===== src/rtl/sbr_pkg.sv =====
package sbr_pkg;
    // ---------------------------------------------------------------
    // register map (byte offsets on a 32-bit bus)
    // ---------------------------------------------------------------
    localparam logic [3:0] ADDR_BAUD_CONTROL = 4'h0;
    localparam logic [3:0] ADDR_DIVISOR_LOW = 4'h4;
    localparam logic [3:0] ADDR_DIVISOR_HIGH = 4'h8;
    localparam logic [3:0] ADDR_MODE = 4'hC;
    // ---------------------------------------------------------------
    // baud_control fields
    // ---------------------------------------------------------------
    localparam int BIT_ABD_OVF = 7;
    localparam int BIT_RX_IDLE = 6;
    localparam int BIT_POLARITY = 4;
    localparam int BIT_WIDE = 3;
    localparam int BIT_WAKE = 1;
    localparam int BIT_AUTO = 0;
    // mode register fields
    localparam int BIT_SYNC = 1;
    localparam int BIT_HIGH_SPEED = 0;
    // ---------------------------------------------------------------
    // reset values and prescaler limits (multiplier minus one)
    // ---------------------------------------------------------------
    localparam logic [7:0] RST_BYTE = 8'h00;
    localparam logic [15:0] RST_DIVISOR = 16'h0000;
    localparam logic [5:0] PRE_MUL_64 = 6'h3F;
    localparam logic [5:0] PRE_MUL_16 = 6'h0F;
    localparam logic [5:0] PRE_MUL_4 = 6'h03;
    typedef enum logic [1:0] {AB_IDLE, AB_WAIT, AB_MEAS} sbr_ab_state_t;
endpackage : sbr_pkg


===== src/rtl/sbr_tick_if.sv =====
`timescale 1ns/1ps
interface sbr_tick_if;
    logic [15:0] divisor;
    logic [5:0] pre_max;
    logic clear;
    logic pre_tick;
    logic bit_tick;
    modport timer (input divisor, input pre_max, input clear, output pre_tick, output bit_tick);
    modport ctrl (output divisor, output pre_max, output clear, input pre_tick, input bit_tick);
endinterface : sbr_tick_if


===== src/rtl/sbr_timer.sv =====
`timescale 1ns/1ps
module sbr_timer (
    input wire logic clk_i,
    input wire logic rst_i,
    sbr_tick_if.timer tif
);
    logic [5:0] pre_q;
    logic [15:0] cnt_q;
    logic bit_tick_q;
    wire pre_wrap = (pre_q == tif.pre_max);
    wire bit_wrap = pre_wrap && (cnt_q == tif.divisor);

    // free-running: period is (pre_max+1)*(divisor+1) clocks
    always_ff @(posedge clk_i) begin
        if (rst_i || tif.clear) begin
            pre_q <= 6'h00;
            cnt_q <= sbr_pkg::RST_DIVISOR;
            bit_tick_q <= 1'b0;
        end else begin
            pre_q <= pre_wrap ? 6'h00 : pre_q + 6'h01;
            if (pre_wrap) begin
                cnt_q <= bit_wrap ? sbr_pkg::RST_DIVISOR : cnt_q + 16'h0001;
            end
            bit_tick_q <= bit_wrap;
        end
    end

    assign tif.pre_tick = pre_wrap;
    assign tif.bit_tick = bit_tick_q;

    a_clear_restarts: assert property (@(posedge clk_i) disable iff (rst_i)
        tif.clear |=> (pre_q == 6'h00) && (cnt_q == 16'h0000)) else $error("clear missed");
    a_tick_spacing: assert property (@(posedge clk_i) disable iff (rst_i)
        tif.bit_tick && !tif.clear |=> !tif.bit_tick) else $error("ticks too close");
endmodule : sbr_timer


===== src/rtl/sbr_top.sv =====
// The Wishbone interface to the registers and the register addresses were chosen for this implementation.
`timescale 1ns/1ps
// Summary of operation
// - async polarity bit inverts transmit data
// - eight-bit divisor by default, sixteen when wide
// - divisor pair sets free-running timer period
// - async multiplier from high-speed and width
// - sync mode ignores high-speed select
// - rates: 64, 16 or 4 times divisor+1
// - any divisor write clears the timer
module sbr_top (
    input wire logic clk_i,
    input wire logic rst_i,
    input wire logic cyc_i,
    input wire logic stb_i,
    input wire logic we_i,
    input wire logic [3:0] adr_i,
    input wire logic [3:0] sel_i,
    input wire logic [31:0] dat_i,
    output logic [31:0] dat_o,
    output logic ack_o,
    input wire logic tx_data_i,
    input wire logic rx_pin_i,
    input wire logic receiver_idle_flag_i,
    input wire logic rx_flag_clr_i,
    output logic tx_pin_o,
    output logic baud_tick_o,
    output logic rx_accept_o,
    output logic receive_interrupt_flag_o
);
    sbr_tick_if tif();
    sbr_timer u_timer (
        .clk_i(clk_i),
        .rst_i(rst_i),
        .tif(tif)
    );

    logic ack_q;
    logic [31:0] dat_q;
    logic pol_q, wide_q, wake_q, abd_q, ovf_q, sync_q, hs_q, flag_q;
    logic [7:0] div_lo_q, div_hi_q;
    logic [15:0] meas_q;
    logic rx_s1_q, rx_s2_q, rx_s3_q, tx_q;
    sbr_pkg::sbr_ab_state_t ab_q;

    // ---------------------------------------------------------------
    // bus decode
    // ---------------------------------------------------------------
    wire req = cyc_i && stb_i && !ack_q;
    wire wr = req && we_i && sel_i[0];
    wire hit_ctrl = (adr_i == sbr_pkg::ADDR_BAUD_CONTROL);
    wire hit_lo = (adr_i == sbr_pkg::ADDR_DIVISOR_LOW);
    wire hit_hi = (adr_i == sbr_pkg::ADDR_DIVISOR_HIGH);
    wire hit_mode = (adr_i == sbr_pkg::ADDR_MODE);
    wire wr_ctrl = wr && hit_ctrl;
    wire wr_mode = wr && hit_mode;
    wire [7:0] wb = dat_i[7:0];
    wire [7:0] ctrl_rd = {ovf_q, receiver_idle_flag_i, 1'b0, pol_q, wide_q, 1'b0, wake_q, abd_q};
    wire [7:0] mode_rd = {6'h00, sync_q, hs_q};
    wire [7:0] rd_byte = hit_ctrl ? ctrl_rd :
                         hit_lo ? div_lo_q :
                         hit_hi ? div_hi_q :
                         hit_mode ? mode_rd : 8'h00;

    // ---------------------------------------------------------------
    // receive line watch and auto-rate measurement
    // ---------------------------------------------------------------
    wire rx_fall = rx_s3_q && !rx_s2_q;
    wire rx_rise = !rx_s3_q && rx_s2_q;
    wire async_m = !sync_q;
    wire wake_hit = wake_q && async_m && rx_fall;
    wire ab_start = wr_ctrl && wb[sbr_pkg::BIT_AUTO] && async_m;
    wire [15:0] meas_lim = wide_q ? 16'hFFFF : 16'h00FF;
    wire ab_ovf = (ab_q == sbr_pkg::AB_MEAS) && tif.pre_tick && (meas_q == meas_lim);
    wire ab_done = (ab_q == sbr_pkg::AB_MEAS) && rx_rise && !ab_ovf;
    wire [15:0] meas_div = (meas_q == 16'h0000) ? 16'h0000 : meas_q - 16'h0001;
    wire div_wr = (wr && (hit_lo || hit_hi)) || ab_done;

    // ---------------------------------------------------------------
    // timer steering
    // ---------------------------------------------------------------
    // sync ignores high-speed; async picks by width and high-speed
    wire [5:0] async_max = wide_q ? (hs_q ? sbr_pkg::PRE_MUL_4 : sbr_pkg::PRE_MUL_16)
                                  : (hs_q ? sbr_pkg::PRE_MUL_16 : sbr_pkg::PRE_MUL_64);
    assign tif.pre_max = sync_q ? sbr_pkg::PRE_MUL_4 : async_max;
    assign tif.divisor = wide_q ? {div_hi_q, div_lo_q} : {8'h00, div_lo_q};
    // measurement restarts the prescaler so counts align with the start edge
    assign tif.clear = div_wr || ((ab_q == sbr_pkg::AB_WAIT) && rx_fall);

    // ---------------------------------------------------------------
    // bus slave
    // ---------------------------------------------------------------
    always_ff @(posedge clk_i) begin
        if (rst_i) begin
            ack_q <= 1'b0;
            dat_q <= 32'h0000_0000;
        end else begin
            ack_q <= req;
            dat_q <= req ? {24'h00_0000, rd_byte} : 32'h0000_0000;
        end
    end

    // ---------------------------------------------------------------
    // registers
    // ---------------------------------------------------------------
    always_ff @(posedge clk_i) begin
        if (rst_i) begin
            pol_q <= 1'b0;
            wide_q <= 1'b0;
            sync_q <= 1'b0;
            hs_q <= 1'b0;
        end else begin
            if (wr_ctrl) begin
                pol_q <= wb[sbr_pkg::BIT_POLARITY];
                wide_q <= wb[sbr_pkg::BIT_WIDE];
            end
            if (wr_mode) begin
                sync_q <= wb[sbr_pkg::BIT_SYNC];
                hs_q <= wb[sbr_pkg::BIT_HIGH_SPEED];
            end
        end
    end

    always_ff @(posedge clk_i) begin
        if (rst_i) begin
            div_lo_q <= sbr_pkg::RST_BYTE;
            div_hi_q <= sbr_pkg::RST_BYTE;
        end else if (ab_done) begin
            div_lo_q <= meas_div[7:0];
            div_hi_q <= wide_q ? meas_div[15:8] : div_hi_q;
        end else if (wr && hit_lo) begin
            div_lo_q <= wb;
        end else if (wr && hit_hi) begin
            div_hi_q <= wb;
        end
    end

    // hardware clear of wake loses to nothing; software write applies unless flag and wake are both set
    always_ff @(posedge clk_i) begin
        if (rst_i) begin
            wake_q <= 1'b0;
            flag_q <= 1'b0;
        end else begin
            if (flag_q && wake_q) begin
                wake_q <= 1'b0;
            end else if (wr_ctrl) begin
                wake_q <= wb[sbr_pkg::BIT_WAKE];
            end
            // set wins over clear
            flag_q <= wake_hit || (flag_q && !rx_flag_clr_i);
        end
    end

    always_ff @(posedge clk_i) begin
        if (rst_i) begin
            abd_q <= 1'b0;
            ovf_q <= 1'b0;
            meas_q <= 16'h0000;
            ab_q <= sbr_pkg::AB_IDLE;
        end else begin
            case (ab_q)
                sbr_pkg::AB_IDLE: begin
                    if (ab_start) begin
                        abd_q <= 1'b1;
                        ovf_q <= 1'b0;
                        ab_q <= sbr_pkg::AB_WAIT;
                    end else if (wr_ctrl) begin
                        ovf_q <= ovf_q && wb[sbr_pkg::BIT_ABD_OVF];
                    end
                end
                sbr_pkg::AB_WAIT: begin
                    meas_q <= 16'h0000;
                    if (rx_fall) begin
                        ab_q <= sbr_pkg::AB_MEAS;
                    end
                end
                sbr_pkg::AB_MEAS: begin
                    // the start bit of a 0x55 sync byte spans one bit period
                    if (ab_ovf) begin
                        ovf_q <= 1'b1;
                        abd_q <= 1'b0;
                        ab_q <= sbr_pkg::AB_IDLE;
                    end else if (ab_done) begin
                        abd_q <= 1'b0;
                        ab_q <= sbr_pkg::AB_IDLE;
                    end else if (tif.pre_tick) begin
                        meas_q <= meas_q + 16'h0001;
                    end
                end
                default: ab_q <= sbr_pkg::AB_IDLE;
            endcase
        end
    end

    // ---------------------------------------------------------------
    // pins
    // ---------------------------------------------------------------
    always_ff @(posedge clk_i) begin
        if (rst_i) begin
            rx_s1_q <= 1'b1;
            rx_s2_q <= 1'b1;
            rx_s3_q <= 1'b1;
            tx_q <= 1'b1;
        end else begin
            rx_s1_q <= rx_pin_i;
            rx_s2_q <= rx_s1_q;
            rx_s3_q <= rx_s2_q;
            tx_q <= (async_m && pol_q) ? !tx_data_i : tx_data_i;
        end
    end

    assign dat_o = dat_q;
    assign ack_o = ack_q;
    assign tx_pin_o = tx_q;
    assign baud_tick_o = tif.bit_tick;
    assign rx_accept_o = !(wake_q && async_m);
    assign receive_interrupt_flag_o = flag_q;

    // ---------------------------------------------------------------
    // checks
    // ---------------------------------------------------------------
    a_tx_polarity: assert property (@(posedge clk_i) disable iff (rst_i)
        !sync_q && !$past(sync_q) && pol_q && $past(pol_q) |-> tx_pin_o == !$past(tx_data_i))
        else $error("tx polarity wrong");
    a_narrow_divisor: assert property (@(posedge clk_i) disable iff (rst_i)
        !wide_q |-> tif.divisor[15:8] == 8'h00) else $error("high byte leaks");
    a_wake_clears: assert property (@(posedge clk_i) disable iff (rst_i)
        wake_hit |=> flag_q ##1 !wake_q) else $error("wake not cleared");
    a_async_rate: assert property (@(posedge clk_i) disable iff (rst_i)
        !sync_q && !wide_q && !hs_q |-> tif.pre_max == 6'h3F) else $error("bad x64");
    a_sync_rate: assert property (@(posedge clk_i) disable iff (rst_i)
        sync_q |-> tif.pre_max == 6'h03) else $error("sync uses high speed");
    a_wide_rate: assert property (@(posedge clk_i) disable iff (rst_i)
        !sync_q && wide_q && !hs_q |-> tif.pre_max == 6'h0F) else $error("bad x16");
    a_div_write_clear: assert property (@(posedge clk_i) disable iff (rst_i)
        wr && hit_lo |-> tif.clear ##1 div_lo_q == $past(wb)) else $error("no clear");
    a_auto_done: assert property (@(posedge clk_i) disable iff (rst_i)
        ab_done |=> !abd_q && ab_q == sbr_pkg::AB_IDLE) else $error("auto stuck");
    a_unimpl_zero: assert property (@(posedge clk_i) disable iff (rst_i)
        ack_o && hit_ctrl |-> dat_o[5] == 1'b0 && dat_o[2] == 1'b0) else $error("bit 5/2 set");
    a_ack_single: assert property (@(posedge clk_i) disable iff (rst_i)
        ack_o |=> !ack_o) else $error("ack held");
endmodule : sbr_top


===== config.mk =====
export PLATFORM = sky130hd
export DESIGN_NAME = sbr_top
export DESIGN_NICKNAME = d
export VERILOG_FILES = /design/src/rtl/sbr_pkg.sv /design/src/rtl/sbr_tick_if.sv /design/src/rtl/sbr_timer.sv /design/src/rtl/sbr_top.sv
export SDC_FILE = /design/constraint.sdc
export NUM_CORES = 1
export LEC_CHECK = 0
export ABC_AREA = 1
export BUFFER_PORTS_ARGS = -buffer_cell sky130_fd_sc_hd__buf_2
export CAP_MARGIN = 30
export CORE_ASPECT_RATIO = 1.1
export CORE_MARGIN = 8
export CORE_UTILIZATION = 55
export DETAILED_ROUTE_END_ITERATION = 7
export GPL_TIMING_DRIVEN = 0
export PLACE_DENSITY = 0.79
export SYNTH_ARGS = -nofsm -noshare
export SYNTH_HDL_FRONTEND = slang
export SYNTH_SLANG_ARGS = --single-unit

===== constraint.sdc =====
create_clock -name clk_i -period 4.4 [get_ports clk_i]
set_input_delay 0 -clock clk_i [delete_from_list [all_inputs] [get_ports clk_i]]
set_output_delay 0 -clock clk_i [all_outputs]
set_load 0.05 [all_outputs]

==> results.cfg <==
[floorplan]
start_util_pct = 56.3
die_h_um = 115
top_level_ports = 86
fp.dieArea_um2 = 12300
die_w_um = 106
design.core.area_um2 = 8780
num_rows = 36

[hold_path]
min-delay-path-class = in2reg
min_path_cells = 5

[logic_synthesis]
synth_fa_ha_area_share_pct = 1.26
synth_top_family_by_area = simple AND/OR/NAND/NOR gates
yosys_warnings = 0
synthArstFlopShare_pct = 0
synthMuxAreaShare_pct = 0
synth-xor-area-share_pct = 6.73
avgSynthCellArea_um2 = 6.76
ys_seq_area_share_pct = 31.6
synth_edf_count = 0
syn_area_um2 = 4950
synth-simple-area-share_pct = 37.0
synth_cells = 732
synth_cell_types = 47
yosys_most_used_dff = dfxtp_1
synth-compound-area-share_pct = 11.3
synth-seq-cells = 78

[clock_network]
cts_buffers = 9
hold_buffers = 15
post-cts-setup-buffers = 0
clk_latency_ps = 370
clock_sinks = 78
clk_pin_slew_ps = 90
cts-htree-levels = 3
clockRootBuffer = clkbuf_8
cts_buffer_depth = 2
cts_resized = 0
cts_tree = done

[routing]
vias = 4927
drt-pass1-iter-count = 5
drt_iter0_markers = 274
route.detailed.drc = 0
wire_per_inst_um = 14.1
drtAntennaViolNets = 0
wl_mm = 13.2
vias_per_cell = 5.28

[sta]
setup_violations = 0
timing.final.crit_share_pct = 52.5
rsz0062_at_grt = false
fmax_mhz = 433
tns_ps = 0
fin_crit_ps = 2310
hold_violations = 0
relSlewSlack_pct = 58.0
skew_ps = 15.7
fin_ws_ps = 2090
slew_violations = 0
tightest_slew_ps = 631

[layout]
multi_input_area_um2 = 2880
mostFrequentLayoutCells = 154 x nand2_1, 92 x nor2_1, 78 x dfxtp_1
layout_commonest_cell = nand2_1
fillCellCount = 766
drive_gt1_share_pct = 16.7
areaGrowthSynthToFinish_pct = 15.7
nets = 868
final_core_util_pct = 65.2
seqCellArea_um2 = 1560

[global_route]
gr-usage-all-layers_pct = 21.6
grt_pass1_vias = 4692
antenna_found_initial = 0
overflow = 0
grt_start_max_net_pins = 15
grt_first_pass_wirelength_mm = 21.7

[pwr]
power_density_nw_per_um2 = 261
ir_drop_mv = 0.191
power.leakage_uw = 0.00240

[critical_path]
startpoint_type = input port
end_kind = flip-flop
r2r_cells = 10
arrival_ps = 2590
crit_path_max_fanout = 10
crit_family = buffers and inverters
slowest_stage = dlygate4sd3_1
worst-path-buf-inv = 4
crit_chain = dlygate4sd3_1, buf_2, nand2_1, dlygate4sd3_1, nor2_1, nand3_1, nor2_1, nor3_1, nand3_4, buf_2, nor3_2
cp.required_ps = 4680
critPathKind = in2reg
path_depth = 11
critical-path-max-stage-delay_ps = 540

[run]
cap_violations = 0

[placed_design]
gp_congestion = 1.06
port_buffers = 33
dp_hpwl_mm = 9.99
dp_slack_ps = 2270

[outcome]
status = complete, no violations
-- power breakdown --
group / total [uW] / internal, uW / switching, uW / leakage (uW)
combinational: 146 / 47.2 / 98.3 / 0.00166
sequential: 715 / 711 / 4.05 / 0.000630
clock: 632 / 339 / 293 / 0.000113
total: 1490 / 1100 / 395 / 0.00240
-- per-stage QoR --
step	instance area (um^2)	hold WS (ps)	total power, uW	cells
floorplan	5030	104	838	755
global placement	5340	185	862	902
detailed placement	5340	185	864	902
CTS	5720	4.61	1500	933
global route	5720	14.2	1550	933
finish	5730	14.6	1490	934
-- layout make-up --
type / count / share of cell area [%]
antenna: 1 / 0.0437
buffer: 50 / 5.66
clock buffer: 10 / 2.40
clock inverter: 6 / 1.64
inverter: 72 / 4.72
multi-input combinational: 555 / 50.3
sequential: 78 / 27.3
tap: 114 / 2.49
timing repair buffer: 48 / 5.51
-- logic make-up (layout without fill, tap and decap cells) --
| group | after synthesis | count (layout) |
|---|---|---|
| other | 1 | 25 |
| AND/OR/NAND/NOR | 390 | 390 |
| buffers and inverters | 122 | 186 |
| adder cells (fa/ha/maj) | 5 | 5 |
| flip-flops | 78 | 78 |
| AO/OA/AOI/OAI | 98 | 98 |
| XOR/XNOR | 38 | 38 |
-- layer usage --
metal  share of wire [%]  GRT usage (%)  vias up
li1                    -              -     2499
met1                  42           24.5     2212
met2                  48           37.1      166
met3                 6.0           4.12       50
met4                 4.3           12.6        0
met5                   0              0        -
-- worst min-delay path, cell delays in order --
cell,delay [ps]
buf_2,110
nand2_1,50
nand2_1,60
nor2_1,40
nor2_1,80
-- Yosys cell counts (all sizes together), types with 8 or more instances --
cell type	n	area share [%]
o21ai	41	4.5
inv	72	5.5
nand2	160	13
buf	42	5.9
xnor2	10	1.8
xor2	28	5.0
a21oi	45	4.8
nand4	17	2.1
clkbuf	8	0.61
nor2	102	8.8
dfxtp	78	32
nand3	75	8.5
nor3	24	3.0
-- final timing paths --
| path | startpoint | endpoint | slack, ps |
|---|---|---|---|
| min reg2reg | rx_s1_q | rx_s2_q | 430 |
| min | dat_i[5] | div_hi_q[5] | 10 |
| max | stb_i | u_timer.cnt_q[8] | 2090 |
| max reg2reg | wide_q | meas_q[6] | 2200 |
-- state kept, by name (all words and copies together), names as in the netlist, 2 cells and up --
register	flops
meas_q	16
ab_q	2
u_timer.pre_q	6
u_timer.cnt_q	16
dat_o	8
div_lo_q	8
div_hi_q	8
Note: power is estimated with default switching activity, not from simulation.
